==> src/acis_pkg.sv <==
package acis_pkg;
   // ****************************************************************
   // Register map (printed offsets 7..14 are not multiples of four,
   // so each is an index and the byte address is four times it)
   // ****************************************************************
   localparam logic [7:0] IDX_STATUS_ONE  = 8'h07;
   localparam logic [7:0] IDX_STATUS_TWO  = 8'h08;
   localparam logic [7:0] IDX_MASK_ONE    = 8'h09;
   localparam logic [7:0] IDX_MODE1_MSB   = 8'h0a;
   localparam logic [7:0] IDX_MODE1_LSB   = 8'h0b;
   localparam logic [7:0] IDX_MASK_TWO    = 8'h0c;
   localparam logic [7:0] IDX_MODE2_MSB   = 8'h0d;
   localparam logic [7:0] IDX_MODE2_LSB   = 8'h0e;
   localparam logic [7:0] IDX_CONFIG      = 8'h10;
   localparam int         ADDR_W          = 8;
   localparam int         REG_W           = 8;

   // ****************************************************************
   // Field layout and reset values
   // ****************************************************************
   localparam logic [7:0] RST_REG         = 8'h00;
   localparam logic [7:0] TWO_USED_BITS   = 8'h3f;
   localparam int         BIT_TX_SLIP     = 7;
   localparam int         BIT_OUT_SLIP    = 6;
   localparam int         BIT_RATE        = 5;
   localparam int         BIT_OVR_LEFT    = 4;
   localparam int         BIT_OVR_RIGHT   = 3;
   localparam int         BIT_CS_DE       = 2;
   localparam int         BIT_CS_EF       = 1;
   localparam int         BIT_RX_ERR      = 0;
   localparam int         BIT_FIFO_OVF    = 5;
   localparam int         BIT_TRACKING    = 4;
   localparam int         BIT_U_DE        = 3;
   localparam int         BIT_U_EF        = 2;
   localparam int         BIT_QSUB        = 1;
   localparam int         BIT_U_OVW       = 0;
   localparam int         CFG_BLOCK_MODE  = 0;
   localparam int         CFG_SRC_USED    = 1;
   localparam int         CFG_OUT_SLAVE   = 2;
   localparam int         CFG_TX_ASYNC    = 3;
   localparam int         CFG_OUT_ASYNC   = 4;
   localparam int         RATIO_LIMIT     = 3;
   localparam int         RATIO_W         = 8;

   // ****************************************************************
   // Edge select codes and bus answers
   // ****************************************************************
   typedef enum logic [1:0] {
      EDGE_RISE  = 2'h0,
      EDGE_FALL  = 2'h1,
      EDGE_LEVEL = 2'h2,
      EDGE_RSVD  = 2'h3
   } acis_edge_e;
   localparam logic [1:0] RESP_OKAY       = 2'h0;
   localparam logic [1:0] RESP_SLVERR     = 2'h2;
   localparam int         QSUB_FRAMES     = 588;
endpackage : acis_pkg

==> src/acis_sticky_bit.sv <==
`timescale 1ns/1ps
module acis_sticky_bit
   import acis_pkg::*;
(
   // Clock and reset
   input  wire logic       clk,
   input  wire logic       rstN,
   // Event source and control
   input  wire logic       srcLevel,
   input  wire logic       maskEn,
   input  wire logic [1:0] edgeSel,
   input  wire logic       readClr,
   // Status
   output logic            flag
);
   logic srcPrev_q;
   logic flag_q;
   logic hit;

   // Previous source value for edge detection
   always_ff @(posedge clk or negedge rstN) begin
      if (!rstN) begin
         srcPrev_q <= 1'b0;
      end else begin
         srcPrev_q <= srcLevel;
      end
   end

   // Qualified event per edge select; reserved code never fires
   always_comb begin
      case (edgeSel)
         EDGE_RISE:  hit = srcLevel & ~srcPrev_q;
         EDGE_FALL:  hit = ~srcLevel & srcPrev_q;
         EDGE_LEVEL: hit = srcLevel;
         default:    hit = 1'b0;
      endcase
   end

   // Sticky flag: a new event outranks the read clear
   always_ff @(posedge clk or negedge rstN) begin
      if (!rstN) begin
         flag_q <= 1'b0;
      end else if (!maskEn) begin
         flag_q <= 1'b0;
      end else if (hit) begin
         flag_q <= 1'b1;
      end else if (readClr) begin
         flag_q <= 1'b0;
      end
   end

   assign flag = flag_q & maskEn;
endmodule : acis_sticky_bit

==> src/acis_sat_clip.sv <==
`timescale 1ns/1ps
module acis_sat_clip (
   // Wide converter result
   input  wire logic signed [25:0] wide,
   // Clipped sample and overrange
   output logic signed [23:0]      sample,
   output logic                    over
);
   localparam logic signed [23:0] POS_FS = 24'sh7fffff;
   localparam logic signed [23:0] NEG_FS = -24'sh7fffff - 24'sh000001;

   // Clip to full scale; overrange when upper bits disagree with sign
   always_comb begin
      over   = (wide > 26'(POS_FS)) || (wide < 26'(NEG_FS));
      if (wide > 26'(POS_FS)) begin
         sample = POS_FS;
      end else if (wide < 26'(NEG_FS)) begin
         sample = NEG_FS;
      end else begin
         sample = wide[23:0];
      end
   end
endmodule : acis_sat_clip

==> src/acis_irq_status.sv <==
// Contract
// - Status bit is 1 if its event happened since last read, else 0.
// - Reading a status register clears it, except active level-mode sources.
// - Masked status bits read 0 and never latch.
// - Mask 1 lets event reach status and pin; 0 blocks both.
// - Mask aligns with status bits; status and mask reset to zero.
// - Tx slip without converter: on slip with async clock, or on block start.
// - Output slip on slave async slip, or ratio mismatch with converter used in slave mode.
// - Rate range flag when either sample rate ratio exceeds three.
// - Left and right overrange flags latch; samples clip to full scale.
// - Channel-status transfer flags sourced by transfer in progress.
// - Receiver error flag latches on any receiver error.
// - Status two bits 7,6 read 0; FIFO overflow latches bit 5.
// - Tracking flag latches while converter follows changing rate.
// - User transfer flags sourced by transfers, only in block mode.
// - Q-subcode ready latches; host reads block within 588 frames.
// - User FIFO overwrite flag latches on overwrite.
// - Two-bit edge select per bit: rise, fall, level, reserved; reset 00.
`timescale 1ns/1ps
module acis_irq_status
   import acis_pkg::*;
(
   // Clock and reset
   input  wire logic               clk,
   input  wire logic               nrst,
   // AXI4-Lite write address and data
   input  wire logic [ADDR_W+1:0]  awaddr,
   input  wire logic               awvalid,
   output logic                    awready,
   input  wire logic [31:0]        wdata,
   input  wire logic [3:0]         wstrb,
   input  wire logic               wvalid,
   output logic                    wready,
   // AXI4-Lite write response
   output logic [1:0]              bresp,
   output logic                    bvalid,
   input  wire logic               bready,
   // AXI4-Lite read
   input  wire logic [ADDR_W+1:0]  araddr,
   input  wire logic               arvalid,
   output logic                    arready,
   output logic [31:0]             rdata,
   output logic [1:0]              rresp,
   output logic                    rvalid,
   input  wire logic               rready,
   // Event sources from the datapath (pins, hence synchronised)
   input  wire logic               txSlipEvt,
   input  wire logic               txBlockStart,
   input  wire logic               outSlipEvt,
   input  wire logic               clkRatioMismatch,
   input  wire logic               csXferDtoE,
   input  wire logic               csXferEtoF,
   input  wire logic               rxErrAny,
   input  wire logic               fifoOverflow,
   input  wire logic               converterTracking,
   input  wire logic               userXferDtoE,
   input  wire logic               userXferEtoF,
   input  wire logic               qsubReady,
   input  wire logic               userFifoOverwrite,
   // Converter rate ratio and raw outputs (same clock)
   input  wire logic [RATIO_W-1:0] rateInOverOut,
   input  wire logic [RATIO_W-1:0] rateOutOverIn,
   input  wire logic signed [25:0] leftWide,
   input  wire logic signed [25:0] rightWide,
   // Clipped samples and interrupt pin
   output logic signed [23:0]      leftSample,
   output logic signed [23:0]      rightSample,
   output logic                    irqOut
);
   // ****************************************************************
   // Reset release and input synchronisers
   // ****************************************************************
   localparam int NSYNC = 13;
   logic [1:0]       rstSync_q;
   logic             rstN;
   logic [NSYNC-1:0] syncA_q;
   logic [NSYNC-1:0] syncB_q;
   logic [NSYNC-1:0] rawIn;

   // Reset asserts at once and releases after two edges
   always_ff @(posedge clk or negedge nrst) begin
      if (!nrst) begin
         rstSync_q <= 2'b00;
      end else begin
         rstSync_q <= {rstSync_q[0], 1'b1};
      end
   end
   assign rstN = rstSync_q[1];

   assign rawIn = {txSlipEvt, txBlockStart, outSlipEvt, clkRatioMismatch, csXferDtoE,
                   csXferEtoF, rxErrAny, fifoOverflow, converterTracking, userXferDtoE,
                   userXferEtoF, qsubReady, userFifoOverwrite};

   // Two stage synchroniser; only syncB_q is read by logic
   always_ff @(posedge clk or negedge rstN) begin
      if (!rstN) begin
         syncA_q <= '0;
         syncB_q <= '0;
      end else begin
         syncA_q <= rawIn;
         syncB_q <= syncA_q;
      end
   end

   // ****************************************************************
   // Registers
   // ****************************************************************
   logic [REG_W-1:0] maskOne_q;
   logic [REG_W-1:0] maskTwo_q;
   logic [REG_W-1:0] mode1Msb_q;
   logic [REG_W-1:0] mode1Lsb_q;
   logic [REG_W-1:0] mode2Msb_q;
   logic [REG_W-1:0] mode2Lsb_q;
   logic [REG_W-1:0] config_q;
   logic [REG_W-1:0] statOne;
   logic [REG_W-1:0] statTwo;
   logic [REG_W-1:0] srcOne;
   logic [REG_W-1:0] srcTwo;
   logic             readOne;
   logic             readTwo;
   logic             overL;
   logic             overR;

   // ****************************************************************
   // Event sources
   // ****************************************************************
   logic txAsync, outAsync, srcUsed, outSlave, blockMode;
   assign blockMode = config_q[CFG_BLOCK_MODE];
   assign srcUsed   = config_q[CFG_SRC_USED];
   assign outSlave  = config_q[CFG_OUT_SLAVE];
   assign txAsync   = config_q[CFG_TX_ASYNC];
   assign outAsync  = config_q[CFG_OUT_ASYNC];

   logic signed [23:0] leftSampleC;
   logic signed [23:0] rightSampleC;

   // Converter clipping is combinational; flags latch below
   acis_sat_clip uClipL (
      .wide   (leftWide),
      .sample (leftSampleC),
      .over   (overL)
   );
   acis_sat_clip uClipR (
      .wide   (rightWide),
      .sample (rightSampleC),
      .over   (overR)
   );

   // Clipped samples registered as data outputs
   always_ff @(posedge clk or negedge rstN) begin
      if (!rstN) begin
         leftSample  <= '0;
         rightSample <= '0;
      end else begin
         leftSample  <= leftSampleC;
         rightSample <= rightSampleC;
      end
   end

   // Source conditions for status one
   always_comb begin
      srcOne = RST_REG;
      srcOne[BIT_TX_SLIP]   = (syncB_q[12] & ~srcUsed & txAsync)
                            | (syncB_q[11] & ~srcUsed);
      srcOne[BIT_OUT_SLIP]  = (syncB_q[10] & outSlave & outAsync)
                            | (syncB_q[9] & srcUsed & outSlave);
      srcOne[BIT_RATE]      = (rateInOverOut > RATIO_W'(RATIO_LIMIT))
                            | (rateOutOverIn > RATIO_W'(RATIO_LIMIT));
      srcOne[BIT_OVR_LEFT]  = overL;
      srcOne[BIT_OVR_RIGHT] = overR;
      srcOne[BIT_CS_DE]     = syncB_q[8];
      srcOne[BIT_CS_EF]     = syncB_q[7];
      srcOne[BIT_RX_ERR]    = syncB_q[6];
   end

   // Source conditions for status two; top bits stay zero
   always_comb begin
      srcTwo = RST_REG;
      srcTwo[BIT_FIFO_OVF] = syncB_q[5];
      srcTwo[BIT_TRACKING] = syncB_q[4];
      srcTwo[BIT_U_DE]     = syncB_q[3] & blockMode;
      srcTwo[BIT_U_EF]     = syncB_q[2] & blockMode;
      srcTwo[BIT_QSUB]     = syncB_q[1];
      srcTwo[BIT_U_OVW]    = syncB_q[0];
   end

   // ****************************************************************
   // Sticky status bits, one cell per bit
   // ****************************************************************
   genvar gi;
   generate
      for (gi = 0; gi < REG_W; gi++) begin : gOne
         acis_sticky_bit uBit (
            .clk     (clk),
            .rstN    (rstN),
            .srcLevel(srcOne[gi]),
            .maskEn  (maskOne_q[gi]),
            .edgeSel ({mode1Msb_q[gi], mode1Lsb_q[gi]}),
            .readClr (readOne),
            .flag    (statOne[gi])
         );
      end
      for (gi = 0; gi < REG_W; gi++) begin : gTwo
         acis_sticky_bit uBit (
            .clk     (clk),
            .rstN    (rstN),
            .srcLevel(srcTwo[gi]),
            .maskEn  (maskTwo_q[gi] & TWO_USED_BITS[gi]),
            .edgeSel ({mode2Msb_q[gi], mode2Lsb_q[gi]}),
            .readClr (readTwo),
            .flag    (statTwo[gi])
         );
      end
   endgenerate

   // Interrupt pin; flags are already masked
   always_ff @(posedge clk or negedge rstN) begin
      if (!rstN) begin
         irqOut <= 1'b0;
      end else begin
         irqOut <= (|statOne) | (|statTwo);
      end
   end

   // ****************************************************************
   // AXI4-Lite write channel
   // ****************************************************************
   logic             awHeld_q, wHeld_q;
   logic [ADDR_W-1:0] awIdx_q;
   logic [REG_W-1:0] wByte_q;
   logic             wLane_q;
   logic             doWrite;

   assign awready = ~awHeld_q & ~bvalid;
   assign wready  = ~wHeld_q & ~bvalid;
   assign doWrite = awHeld_q & wHeld_q & ~bvalid;

   // Capture address and data in either order
   always_ff @(posedge clk or negedge rstN) begin
      if (!rstN) begin
         awHeld_q <= 1'b0;
         wHeld_q  <= 1'b0;
         awIdx_q  <= '0;
         wByte_q  <= '0;
         wLane_q  <= 1'b0;
      end else begin
         if (awvalid && awready) begin
            awHeld_q <= 1'b1;
            awIdx_q  <= awaddr[ADDR_W+1:2];
         end else if (doWrite) begin
            awHeld_q <= 1'b0;
         end
         if (wvalid && wready) begin
            wHeld_q <= 1'b1;
            wByte_q <= wdata[REG_W-1:0];
            wLane_q <= wstrb[0];
         end else if (doWrite) begin
            wHeld_q <= 1'b0;
         end
      end
   end

   logic wrKnown;
   always_comb begin
      case (awIdx_q)
         IDX_MASK_ONE, IDX_MASK_TWO, IDX_MODE1_MSB, IDX_MODE1_LSB,
         IDX_MODE2_MSB, IDX_MODE2_LSB, IDX_CONFIG, IDX_STATUS_ONE,
         IDX_STATUS_TWO: wrKnown = 1'b1;
         default:        wrKnown = 1'b0;
      endcase
   end

   // Writable registers; status is read-only and ignores writes
   always_ff @(posedge clk or negedge rstN) begin
      if (!rstN) begin
         maskOne_q  <= RST_REG;
         maskTwo_q  <= RST_REG;
         mode1Msb_q <= RST_REG;
         mode1Lsb_q <= RST_REG;
         mode2Msb_q <= RST_REG;
         mode2Lsb_q <= RST_REG;
         config_q   <= RST_REG;
      end else if (doWrite && wLane_q) begin
         case (awIdx_q)
            IDX_MASK_ONE:  maskOne_q  <= wByte_q;
            IDX_MASK_TWO:  maskTwo_q  <= wByte_q & TWO_USED_BITS;
            IDX_MODE1_MSB: mode1Msb_q <= wByte_q;
            IDX_MODE1_LSB: mode1Lsb_q <= wByte_q;
            IDX_MODE2_MSB: mode2Msb_q <= wByte_q & TWO_USED_BITS;
            IDX_MODE2_LSB: mode2Lsb_q <= wByte_q & TWO_USED_BITS;
            IDX_CONFIG:    config_q   <= wByte_q;
            default:       config_q   <= config_q;
         endcase
      end
   end

   // Write response
   always_ff @(posedge clk or negedge rstN) begin
      if (!rstN) begin
         bvalid <= 1'b0;
         bresp  <= RESP_OKAY;
      end else if (doWrite) begin
         bvalid <= 1'b1;
         bresp  <= wrKnown ? RESP_OKAY : RESP_SLVERR;
      end else if (bready) begin
         bvalid <= 1'b0;
      end
   end

   // ****************************************************************
   // AXI4-Lite read channel
   // ****************************************************************
   logic [ADDR_W-1:0] arIdx;
   logic [REG_W-1:0]  rdByte;
   logic              rdKnown;
   assign arready = ~rvalid;
   assign arIdx   = araddr[ADDR_W+1:2];
   assign readOne = arvalid & arready & (arIdx == IDX_STATUS_ONE);
   assign readTwo = arvalid & arready & (arIdx == IDX_STATUS_TWO);

   // Read mux
   always_comb begin
      rdKnown = 1'b1;
      case (arIdx)
         IDX_STATUS_ONE: rdByte = statOne;
         IDX_STATUS_TWO: rdByte = statTwo;
         IDX_MASK_ONE:   rdByte = maskOne_q;
         IDX_MASK_TWO:   rdByte = maskTwo_q;
         IDX_MODE1_MSB:  rdByte = mode1Msb_q;
         IDX_MODE1_LSB:  rdByte = mode1Lsb_q;
         IDX_MODE2_MSB:  rdByte = mode2Msb_q;
         IDX_MODE2_LSB:  rdByte = mode2Lsb_q;
         IDX_CONFIG:     rdByte = config_q;
         default: begin
            rdByte  = RST_REG;
            rdKnown = 1'b0;
         end
      endcase
   end

   // Read data held until taken
   always_ff @(posedge clk or negedge rstN) begin
      if (!rstN) begin
         rvalid <= 1'b0;
         rdata  <= '0;
         rresp  <= RESP_OKAY;
      end else if (arvalid && arready) begin
         rvalid <= 1'b1;
         rdata  <= {24'h000000, rdByte};
         rresp  <= rdKnown ? RESP_OKAY : RESP_SLVERR;
      end else if (rready) begin
         rvalid <= 1'b0;
      end
   end
endmodule : acis_irq_status

==> config.mk <==
export PLATFORM = sky130hd
export DESIGN_NAME = acis_irq_status
export DESIGN_NICKNAME = d
export VERILOG_FILES = /design/src/acis_pkg.sv /design/src/acis_sticky_bit.sv /design/src/acis_sat_clip.sv /design/src/acis_irq_status.sv
export SDC_FILE = /design/constraint.sdc
export NUM_CORES = 1
export LEC_CHECK = 0
export BUFFER_PORTS_ARGS = -buffer_cell sky130_fd_sc_hd__buf_2
export CORE_MARGIN = 2
export CORE_UTILIZATION = 50
export CTS_CLUSTER_DIAMETER = 50
export DETAILED_ROUTE_END_ITERATION = 7
export HOLD_SLACK_MARGIN = 0.06
export PLACE_DENSITY = 0.74
export REMOVE_ABC_BUFFERS = 1
export SLEW_MARGIN = 20
export SYNTH_ARGS = -nofsm -noshare
export SYNTH_HDL_FRONTEND = slang
export SYNTH_SLANG_ARGS = --single-unit
==> constraint.sdc <==
create_clock -name clk -period 7.8 [get_ports clk]
set_clock_uncertainty 0.15 [all_clocks]
set_input_delay 0.39 -clock clk [delete_from_list [all_inputs] [get_ports clk]]
set_output_delay 0.39 -clock clk [all_outputs]
set_load 0.05 [all_outputs]
* After elaboration in Yosys (flattened, before gate mapping)
Memories as Yosys holds them, arrays and structs flattened. Index checks and enable logic that the tools add are counted.
Word-level totals: register bits 188, memory bits (read-only) 32, bits of input ports 144, output and inout port bits 90, word-level logic and storage cells 306, memories 1
Memory list:
- (name not given) | depth 32, width 1, read ports 1, clocked after memory_dff 0, wr ports 0, line acis_irq_status.sv:265 | case (awIdx_q)
Cells by class: $lt $le $gt $ge 6, eq/ne operators 58, multiplexer cells 60, bitwise gates (word level) 95, reduce and logical (&&, ||, !) cells 35
Operator list (number):
- 8-bit by 4-bit equality test with 1-bit output (second input constant) | 13
- 24-bit 2-to-1 mux | 4
- 8-bit case mux with 9 select lines | 1
- 1-bit bitwise AND | 58
- 26-bit by 24-bit > comparator with 1-bit output (second input constant) | 2
- 26-bit by 24-bit < comparator with 1-bit output (second input constant) | 2
- 3-bit by 1-bit inequality test with 1-bit output (second input constant) | 14
- 1-bit case mux with 3 select lines | 14
- 1-bit 2-to-1 mux | 39
- 1-bit NOT | 33
- 2-bit by 1-bit equality test with 1-bit output (second input constant) | 14
- 2-bit equality test (second input constant) | 14
- 2-bit zero test | 14
- 8-bit by 5-bit equality test with 1-bit output (second input constant) | 2
- 8-bit by 2-bit > comparator with 1-bit output (second input constant) | 2
- 2-bit AND reduction | 7
- 9-bit OR reduction | 1
- 8-bit by 3-bit equality test with 1-bit output (second input constant) | 1
- 2-bit nonzero test | 4
- 8-bit OR reduction | 1
- 6-bit OR reduction | 1
- 1-bit logical AND | 4
- 2-bit 2-to-1 mux | 2
- 1-bit OR | 4
- other kinds (2) | 3

* Depth between registers and ports, before layout
Gate-level depths: netlist of the first run.
depth after elaboration 9, gate-level depth with buffers 7, mapped depth without buffers 5

* By module
Synthesis of the first run repeated with hierarchy kept, for this count alone.
Second synthesis, totals: cell total of the unflattened synthesis 715, area, all modules 8745.9 um2
Modules (own cells, without submodules):
- acis_irq_status | instances 1, cells an instance 415, area each 6110.9 um2, sequential area each 3953.8 um2
- acis_sticky_bit | instances 16, cells an instance 8, area each 101.3 um2, sequential area each 50.0 um2
- acis_sat_clip | instances 2, cells an instance 86, area each 506.7 um2, sequential area each 0.0 um2

* Least setup slack after synthesis of the first run
Ideal clock, no wire load.
path kind reg2reg, start register bvalid, end register wByte_q[0], library setup time 125 ps, arrival 2240 ps, slack 5285 ps, stages on the path, launching flop included 5, path through dfrtp_1 -> nor2_1 -> and2_1 -> clkbuf_1 -> mux2_2
Between the ends: word-level cells in the longest chain between the ends 3
Ends and longest elaborated chain:
- start: declaration | line acis_irq_status.sv:36 | output logic bvalid,
- start signal: assignment | line acis_irq_status.sv:300 | bvalid <= 1'b0;
- start signal: assignment | line acis_irq_status.sv:303 | bvalid <= 1'b1;
- start signal: assignment | line acis_irq_status.sv:306 | bvalid <= 1'b0;
- 1-bit NOT | line acis_irq_status.sv:235 | assign wready = ~wHeld_q & ~bvalid;
- 1-bit bitwise AND | line acis_irq_status.sv:235
- via wready | line acis_irq_status.sv:33 | output logic wready,
- 1-bit logical AND | line acis_irq_status.sv:253 | if (wvalid && wready) begin
- end signal: assignment | line acis_irq_status.sv:255 | wByte_q <= wdata[REG_W-1:0];
- end: declaration | line acis_irq_status.sv:230 | logic [REG_W-1:0] wByte_q;
The timed path passes the listed nets, and every way through them passes these cells. A chain may end at the register's enable or synchronous reset.

* Final worst setup path of the first run
start input araddr[2], end register gOne[7].uBit.flag_q
Between the ends: word-level cells in the longest chain between the ends 3
Ends and longest elaborated chain:
- start: declaration | line acis_irq_status.sv:39 | input wire logic [ADDR_W+1:0] araddr,
- 8-bit by 3-bit equality test with 1-bit output | line acis_irq_status.sv:318 | assign readOne = arvalid & arready & (arIdx == IDX_STATUS_ONE);
- 1-bit bitwise AND | line acis_irq_status.sv:318
- 3-bit by 1-bit inequality test with 1-bit output (no line)
- end signal: assignment | line acis_sticky_bit.sv:44 | flag_q <= 1'b0;
- end signal: assignment | line acis_sticky_bit.sv:46 | flag_q <= 1'b1;
- end signal: assignment | line acis_sticky_bit.sv:48 | flag_q <= 1'b0;
- end: declaration | line acis_sticky_bit.sv:17 | logic flag_q;
No other way between the ends.

==> results.md, run 1 <==
- Walking the worst path, the cells encountered are buf_2 > nor2b_1 > and2_0 > nand2_1 > a222oi_1 > nor2b_1.
- The count of final hold-check violations was 0.
- The starting density of the core is 51.0%.
- The iteration-0 DRC count of the detailed router is 350.
- Power spread over the standard cell area amounts to 256 nW/um2.
- The routed layout has around 5,900 vias.
- The worst register-to-register path has a setup slack of 5.54 ns.
- The worst register-to-register path ends at config_q[3].
- Setup violations remaining at the end of the flow were counted as 0.
- For the pin with the worst max-slew slack, the measured transition is slightly above 0.9 ns.
- The critical path's top delay family is simple AND/OR/NAND/NOR gates.
- The chip height is 128 um.
- Entering global routing, the biggest net connects 83 pins.
- The sequential fraction of the synthesis area is 60.5%.
- The max-slew violation total from the final report is 0.
- The most instantiated flip-flop cell in the synthesis netlist is sky130_fd_sc_hd__dfrtp_1.
- The path class of the tightest hold or removal check is in -> reg.
- The worst setup path is of the in -> reg kind.
- The first-pass GRT wire length is 31,200 um.
- The die extent in x is 128 um.
- The number of antenna cells inserted is 0.
- The area fraction of the dominant cell type after synthesis is 60.5%.
- The average wire per cell in the routed design is ~18 um.
- The worst hold path begins at rateOutOverIn[6].
- The smallest clock period supported by the final layout is computed as 2.39 ns.
- In the post-synthesis netlist, the biggest area contributors are sky130_fd_sc_hd__dfrtp_1, sky130_fd_sc_hd__mux2_2, sky130_fd_sc_hd__nor2_1.
- The depth of the worst register-to-register path is 3.
- The source-to-sink clock delay at the later pin of the worst-skew pair is 0.43 ns.
- STA classifies the critical path endpoint as a flop.
- The final worst-path cycle share is around 31%.
- The flow ran to the end, and the final reports show no timing, DRC or antenna violations.
- The total DRC errors in the routed layout is 0.
- The analysis attributes to cell leakage a power of a little under 0.005 uW.
- The sum of buffers and inverters on the critical path is 1.
- The synthesis-stage register bit count is roughly 190.
- The post-route non-filler standard cell count is around 1,100.
- The synthesized netlist contains 59 unique library cells.
- The layout cell share with drive strength beyond 1 is 32.0%.
- The iteration count of the initial detailed-routing pass is 5.
- The number of antenna violations at the first check in global routing came to 0.
- The reported max-cap violation count is 0.
- The instance count on the critical path is 6.
- The source of the worst register-to-register timing path is awIdx_q[2].
- The cell that appears most often on the critical path is sky130_fd_sc_hd__nor2b_1.
- The total power of the final layout is approximately 2500 uW.
- The number of flops mapped to enable cells by yosys is 0.
- The average size of a mapped cell is between 10 and 15 um2.
- Synthesis produced a netlist whose cell count is 651.
- In this run, placement finished with an instance count of roughly 990.
- The maximum fanout count along the critical path is 21.
- The max-slew headroom at the worst pin is approximately 38%.
- During I/O placement, the number of pins put on the boundary was between 200 and 250.
- After detailed routing, the total wire length is ~19,000 um.
- For this design, the slowest cell found on the critical path is sky130_fd_sc_hd__buf_2.
- The number of global-route vias before repair is 6,344.
- The area added between synthesis and finish is 29.6%.
- In this run the cell area of the synthesized design comes to about 7700 um2.
- The initialized floorplan defines between 40 and 50 standard-cell rows.
- The HPWL after detailed placement is about 12,000 um.
- For the worst setup path, the data arrival time is 2.55 ns.
- The required time at the worst-slack endpoint is between 7 and 8 ns.
- The synthesized design spends more area on one cell type than any other, namely sky130_fd_sc_hd__dfrtp_1.
- The clock-pin slew of the registers on the worst-case setup and hold paths is 0.06 ns.
- IR analysis of the VDD net gives a maximum drop of around 0.2 mV.
- Routability-driven placement finished with a final weighted congestion of between 0.8 and 0.9.
- Of all flip-flops after synthesis, the portion carrying an async set or reset was 100%.
- The Yosys step of the flow raised 0 warnings.
- Once the clock tree was built, the setup fixing pass inserted 0 buffers.
- The number of nets in the final layout is 1,045.
- STA classifies the critical path startpoint as an input port.
- Global routing finished with a remaining overflow of 0.
- The total clock sinks is 186.
- The clock tree from TritonCTS is done.
- Setup repair after global routing left no endpoint under its margin.
- The overall fraction of global-route tracks in use is 24.9%.
- In this run the remaining antenna-violating nets after routing total 0.
- The total core area is 15,100 um2.
- The longest clock path from root to sink contains 2 buffers.
- The cell depth of the worst min-delay path is 3.
- In this design, the stage delay of the slowest critical-path cell is 0.45 ns.
- The floorplan step defined a die boundary enclosing 16,400 um2.
- The final hold slack is between 0.08 and 0.09 ns.
- Using the TritonRoute via totals, the vias-per-cell ratio works out to roughly 5.3.
- The clock tree root driver cell is sky130_fd_sc_hd__clkbuf_16.
- The end of the worst hold path is gOne[5].uBit.srcPrev_q.
- After clock tree synthesis, the repair step resized 0 gates.
- For the final routed database, the setup TNS stands at 0 ns.
- The H-tree was split into 4 levels.
- The total of buffers placed on input and output ports is roughly 170.
- The highest clock rate is 418 MHz.
- The number of buffers created by CTS is 17.
registers in the layout, summed over array words and instances (netlist names), 2 cells and up:
| register | flops |
|---|---|
| gTwo.uBit.flag_q | 6 |
| rightSample | 24 |
| wByte_q | 8 |
| gTwo.uBit.srcPrev_q | 6 |
| syncB_q | 13 |
| leftSample | 24 |
| mode1Msb_q | 8 |
| mode1Lsb_q | 8 |
| config_q | 8 |
| rdata | 8 |
| gOne.uBit.flag_q | 8 |
| mode2Msb_q | 6 |
| maskTwo_q | 6 |
| gOne.uBit.srcPrev_q | 8 |
| maskOne_q | 8 |
| mode2Lsb_q | 6 |
| syncA_q | 13 |
| rstSync_q | 2 |
| awIdx_q | 8 |
how the worst max path moves through the flow:
stage	startpoint	endpoint	slack [ns]
global route	araddr[2]	gOne[7].uBit.flag_q	5.28
detailed placement	araddr[2]	gOne[7].uBit.flag_q	5.09
CTS	araddr[2]	gOne[7].uBit.flag_q	5.49
floorplan	rstSync_q[1]	awHeld_q	2.08
finish	araddr[2]	gOne[7].uBit.flag_q	5.41
global placement	araddr[2]	gOne[7].uBit.flag_q	5.16
kinds of logic after synthesis:
logic type / Yosys count / share of synthesized area [%]
other cells: 2 / 0.0976
compound gates: 81 / 7.39
mux: 79 / 12.0
simple gates: 240 / 15.4
buf+inv: 63 / 4.62
flops: 186 / 60.5
cells in the final DEF, fill, tap and decap left out, types with 17 or more instances in the layout:
| cell | instances |
|---|---|
| sky130_fd_sc_hd__dfrtp_1 | 185 |
| sky130_fd_sc_hd__nor2_1 | 129 |
| sky130_fd_sc_hd__nor2b_1 | 19 |
| sky130_fd_sc_hd__mux2_2 | 65 |
| sky130_fd_sc_hd__buf_2 | 172 |
| sky130_fd_sc_hd__clkbuf_16 | 17 |
| sky130_fd_sc_hd__conb_1 | 27 |
| sky130_fd_sc_hd__nand2_1 | 31 |
| sky130_fd_sc_hd__dlygate4sd3_1 | 78 |
synth_stat cells (10+ instances only):
master,instances
sky130_fd_sc_hd__mux2i_1,10
sky130_fd_sc_hd__nor2_1,129
sky130_fd_sc_hd__nand2_1,31
sky130_fd_sc_hd__nor2b_1,19
sky130_fd_sc_hd__nand2b_1,10
sky130_fd_sc_hd__mux2_2,65
sky130_fd_sc_hd__clkbuf_1,14
sky130_fd_sc_hd__a21oi_1,13
sky130_fd_sc_hd__buf_4,27
sky130_fd_sc_hd__dfrtp_1,186
sky130_fd_sc_hd__inv_1,13
sky130_fd_sc_hd__o21ai_0,10
layer usage:
layer	GRT usage, %	wire length, um
met1	30.8	8020
met2	42.7	9750
met3	7.18	1340
met4	7.76	274
met5	0	0
repair_timing:
action,in CTS,in global routing
setup endpoints to repair,0,0
endpoints found under the hold margin,78,1
hold buffers,77,1
area by class of cell:
| type | count | area [um2] |
|---|---|---|
| repair buffers | 256 | 1690 |
| well taps | 188 | 235 |
| clock inverters | 12 | 115 |
| fillers | 1091 | 5120 |
| inverters | 13 | 48.8 |
| multi-input cells | 427 | 2780 |
| flip-flops and latches | 186 | 4660 |
| clock buffers | 19 | 443 |
worst min-delay path: stages:
cell	delay, ns
sky130_fd_sc_hd__buf_2	0.07
sky130_fd_sc_hd__nor4_1	0.04
sky130_fd_sc_hd__nand3_1	0.11
report_power, final:
group / switching (uW) / internal, uW
clock: 371 / 451
combinational: 310 / 200
sequential: 134 / 1080
per-stage QoR:
stage               cell area, um2  util, %  setup slack, ns
floorplan                     7480        -             2.08
global placement              8630     57.2             5.16
detailed placement            8630     57.2             5.09
global route                  9970     66.1             5.28
finish                        9970     66.1             5.41
CTS                           9960     66.0             5.49
Power figures use the tool's default switching activity.
==> inputs of run 2 (changes only) <==
==> constraint.sdc (replaced) <==
create_clock -name clk -period 2.3 [get_ports clk]
set_clock_uncertainty 0.15 [all_clocks]
set_input_delay 0.115 -clock clk [delete_from_list [all_inputs] [get_ports clk]]
set_output_delay 0.115 -clock clk [all_outputs]
set_load 0.05 [all_outputs]
==> run 2 against run 1 <==
Against the previous run: via count grew 6.8%; sequential share of layout area fell by 3.3 points; critical endpoint is now gOne[4].uBit.srcPrev_q; clock power grew to 3.4 times the previous value; largest power group unchanged; setup slack worse by 5.3 ns; non-clock buffer count increased by 76; first-iteration DRC count is 6.3% higher.
==> results.md, run 2 (same netlist as run 1, synthesis figures left out) <==
- STA classifies the critical path startpoint as an input port.
- The number of antenna-violating nets in the routed design is 0.
- Setup slack on the worst reg-to-reg path comes out at 0.18 ns.
- The library cells used most frequently in the layout, excluding fill and tap cells, are sky130_fd_sc_hd__dfrtp_1, sky130_fd_sc_hd__buf_2, sky130_fd_sc_hd__dlygate4sd3_1.
- The flow ran to the end, and the final reports show no timing, DRC or antenna violations.
- The worst hold path was traced through 5 stages.
- The post-route netlist has a little under a third of its cells at a drive strength greater than 1.
- Max-cap violations in this run came to 0.
- The total of buffers placed on input and output ports is 172.
- The worst hold path begins at araddr[8].
- The routed wire length on met2 is roughly 11,000 um.
- The number of filler cells placed in the layout is 1,010.
- The critical-path cell with the highest stage delay is sky130_fd_sc_hd__dlygate4sd3_1.
- The final layout contains 1,121 nets.
- In the final layout, the registers with the most flip-flops are leftSample: 24 flops, rightSample: 24 flops.
- The total non-filler cell area in the finished layout is 10,700 um2.
- In the detailed route, the total length drawn on met3 is about 1700 um.
- For this run the aggregate overflow at the end of global routing stands at 0.
- The routed design has between 20,000 and 25,000 um of wire.
- The iteration-0 DRC count of the detailed router is around 370.
- The maximum ir drop on the vdd rail is 0.694 mV.
- The signal on the critical path passes through dlygate4sd3_1 > buf_2 > a21boi_2 > dlygate4sd3_1 > nor2_1 > dlygate4sd3_1 > inv_1.
- The clock-pin slew of the registers on the worst-case setup and hold paths is 0.07 ns.
- The source-to-sink clock delay at the later pin of the worst-skew pair is 0.43 ns.
- Buffers added to address setup during post-CTS repair amount to 0.
- During I/O placement, the number of pins put on the boundary was 234.
- The end of the worst hold path is rdata[5].
- The maximum fanout count along the critical path is 3.
- The met1 wire length is 8290 um.
- The site row count is 45.
- From bottom edge to top edge, the die measures 128 um.
- The worst register-to-register path has a depth of 5.
- The first global-routing pass estimated 33,900 um of wire.
- The worst pin sits at a relative slew slack of 50.5%.
- The clock tree from TritonCTS is done.
- The total of endpoints with negative setup slack in the final report is 0.
- The highest routing layer actually used is met4.
- The type of the tightest min-delay check is in -> reg.
- The total area inside the core boundary comes to 15,100 um2.
- The number of buffers on the longest clock path is 2.
- Detailed placement finished with a half-perimeter wire length of 12,500 um.
- The routed via count is around 6,300.
- Leaving out fill and tap cells, the most frequent cell in the layout is sky130_fd_sc_hd__dfrtp_1.
- The area of the die is about 16,000 um2.
- The number of buffers created by CTS is 17.
- The source of the worst register-to-register timing path is awIdx_q[5].
- The iteration count of the initial detailed-routing pass is 5.
- The highest clock rate is 456 MHz.
- The area added between synthesis and finish is 39.4%.
- Data arrives at the worst endpoint at 2.37 ns.
- The routability congestion estimate from global placement is 0.905.
- Together, buffers and inverters on the worst path number 5.
- The max-slew violation total from the final report is 0.
- In the routed design, unresolved DRC markers number 0.
- The critical path in this run is classified as in -> reg.
- Entering global routing, the biggest net connects 70 pins.
- The worst path in the final design needs a cycle of 2.19 ns, including I/O delays and setup.
- The setup TNS after final layout is 0 ns.
- The average wire per cell in the routed design is 18.2 um.
- The placed instance area is 8790 um2.
- The reported leakage power is approximately 0.0052 uW.
- Using the TritonRoute via totals, the vias-per-cell ratio works out to 5.33.
- In this design, the critical path's most frequently occurring cell is sky130_fd_sc_hd__dlygate4sd3_1.
- Power spread over the standard cell area amounts to 824 nW/um2.
- The starting density of the core is between 50% and 60%.
- The count of final hold-check violations was 0.
- The worst register-to-register path ends at maskTwo_q[4].
- STA classifies the critical path endpoint as a flop.
- Global routing used 27.1% of the available tracks across all layers.
- The area used by sequential logic in the layout is approximately 4700 um2.
- The total clock sinks is 186.
- Setup repair after global routing left no endpoint under its margin.
- The number of antenna violations at the first check in global routing came to 1.
- The final design utilization is 71.1%.
- The number of global-route vias before repair came to 6,654.
- In this run the horizontal extent of the chip is 128 um.
- At the pin with the least slew margin, the transition time is approximately 0.72 ns.
- The cell family contributing the most delay on the critical path is buffers and inverters.
- The biggest cell delay along the critical path is around 0.59 ns.
- The footprint of the multi-input gates is ~2800 um2.
- The H-tree generated during clock tree synthesis spans 4 levels.
- The required time at the worst-slack endpoint is between 2 and 2.5 ns.
- After layout, the worst path uses around 95% of the clock period.
- The clock tree root driver cell is sky130_fd_sc_hd__clkbuf_16.
==> run 2: cell types whose count changed in the layout (fill, tap and decap cells not counted), moves of 3 or more <==
cell,delta
sky130_fd_sc_hd__nor2_1,-4
sky130_fd_sc_hd__buf_4,+17
sky130_fd_sc_hd__clkinv_2,-3
sky130_fd_sc_hd__dlygate4sd3_1,+57
sky130_fd_sc_hd__nor2_2,+3
==> run 2: cell type report <==
| type | count | area share [%] |
|---|---|---|
| diodes | 1 | 0.0233 |
| clock buffers | 20 | 4.17 |
| clock inverters | 12 | 1.02 |
| inverters | 13 | 0.455 |
| multi-input cells | 427 | 26.1 |
| flip-flops and latches | 186 | 43.4 |
| well taps | 188 | 2.19 |
| repair buffers | 332 | 22.6 |
==> run 2: worst max-delay path by stage <==
stage	endpoint	start	depth (start not counted)
after floorplan	awHeld_q	rstSync_q[1]	0
after global placement	maskTwo_q[4]	awIdx_q[5]	5
after detailed placement	maskTwo_q[4]	awIdx_q[5]	5
after CTS	rightSample[12]	rightWide[24]	9
after global routing	gOne[4].uBit.srcPrev_q	leftWide[25]	7
final	gOne[4].uBit.srcPrev_q	leftWide[25]	7
==> run 2: power by group <==
group | switching [uW] | internal [uW] | total, uW
clock network | 1310 | 1450 | 2760
registers | 432 | 3670 | 4100
logic | 1160 | 811 | 1970
total | 2900 | 5930 | 8830
==> run 2: repair_timing <==
action | in CTS | in global routing
endpoints found under the setup margin | 0 | 20
hold buffers | 136 | 0
hold endpoints to repair | 89 | 0
gates resized for setup | 0 | 8
==> run 2: metal layers <==
metal	GRT usage, %	vias to the layer above
met5	0	-
met4	9.70	0
met3	8.01	51
met2	46.2	287
met1	32.8	3098
li1	-	2843
==> run 2: tightest hold or removal path: stages <==
cell,delay [ns]
sky130_fd_sc_hd__buf_2,0.07
sky130_fd_sc_hd__or3_4,0.13
sky130_fd_sc_hd__nor4_1,0.06
sky130_fd_sc_hd__a22oi_1,0.15
sky130_fd_sc_hd__o21ai_1,0.08
==> run 2: per-stage QoR <==
stage / cells / setup slack [ns] / total power, uW / hold WS (ns)
final: 1179 / 0.107 / 8830 / 0.0861
after global routing: 1179 / 0.0186 / 9210 / 0.102
after CTS: 1178 / 0.0860 / 8800 / 0.0726
after detailed placement: 1010 / 0.244 / 5840 / -0.245
after global placement: 1010 / 0.305 / 5760 / -0.247
after floorplan: 626 / -3.42 / 5250 / -0.331
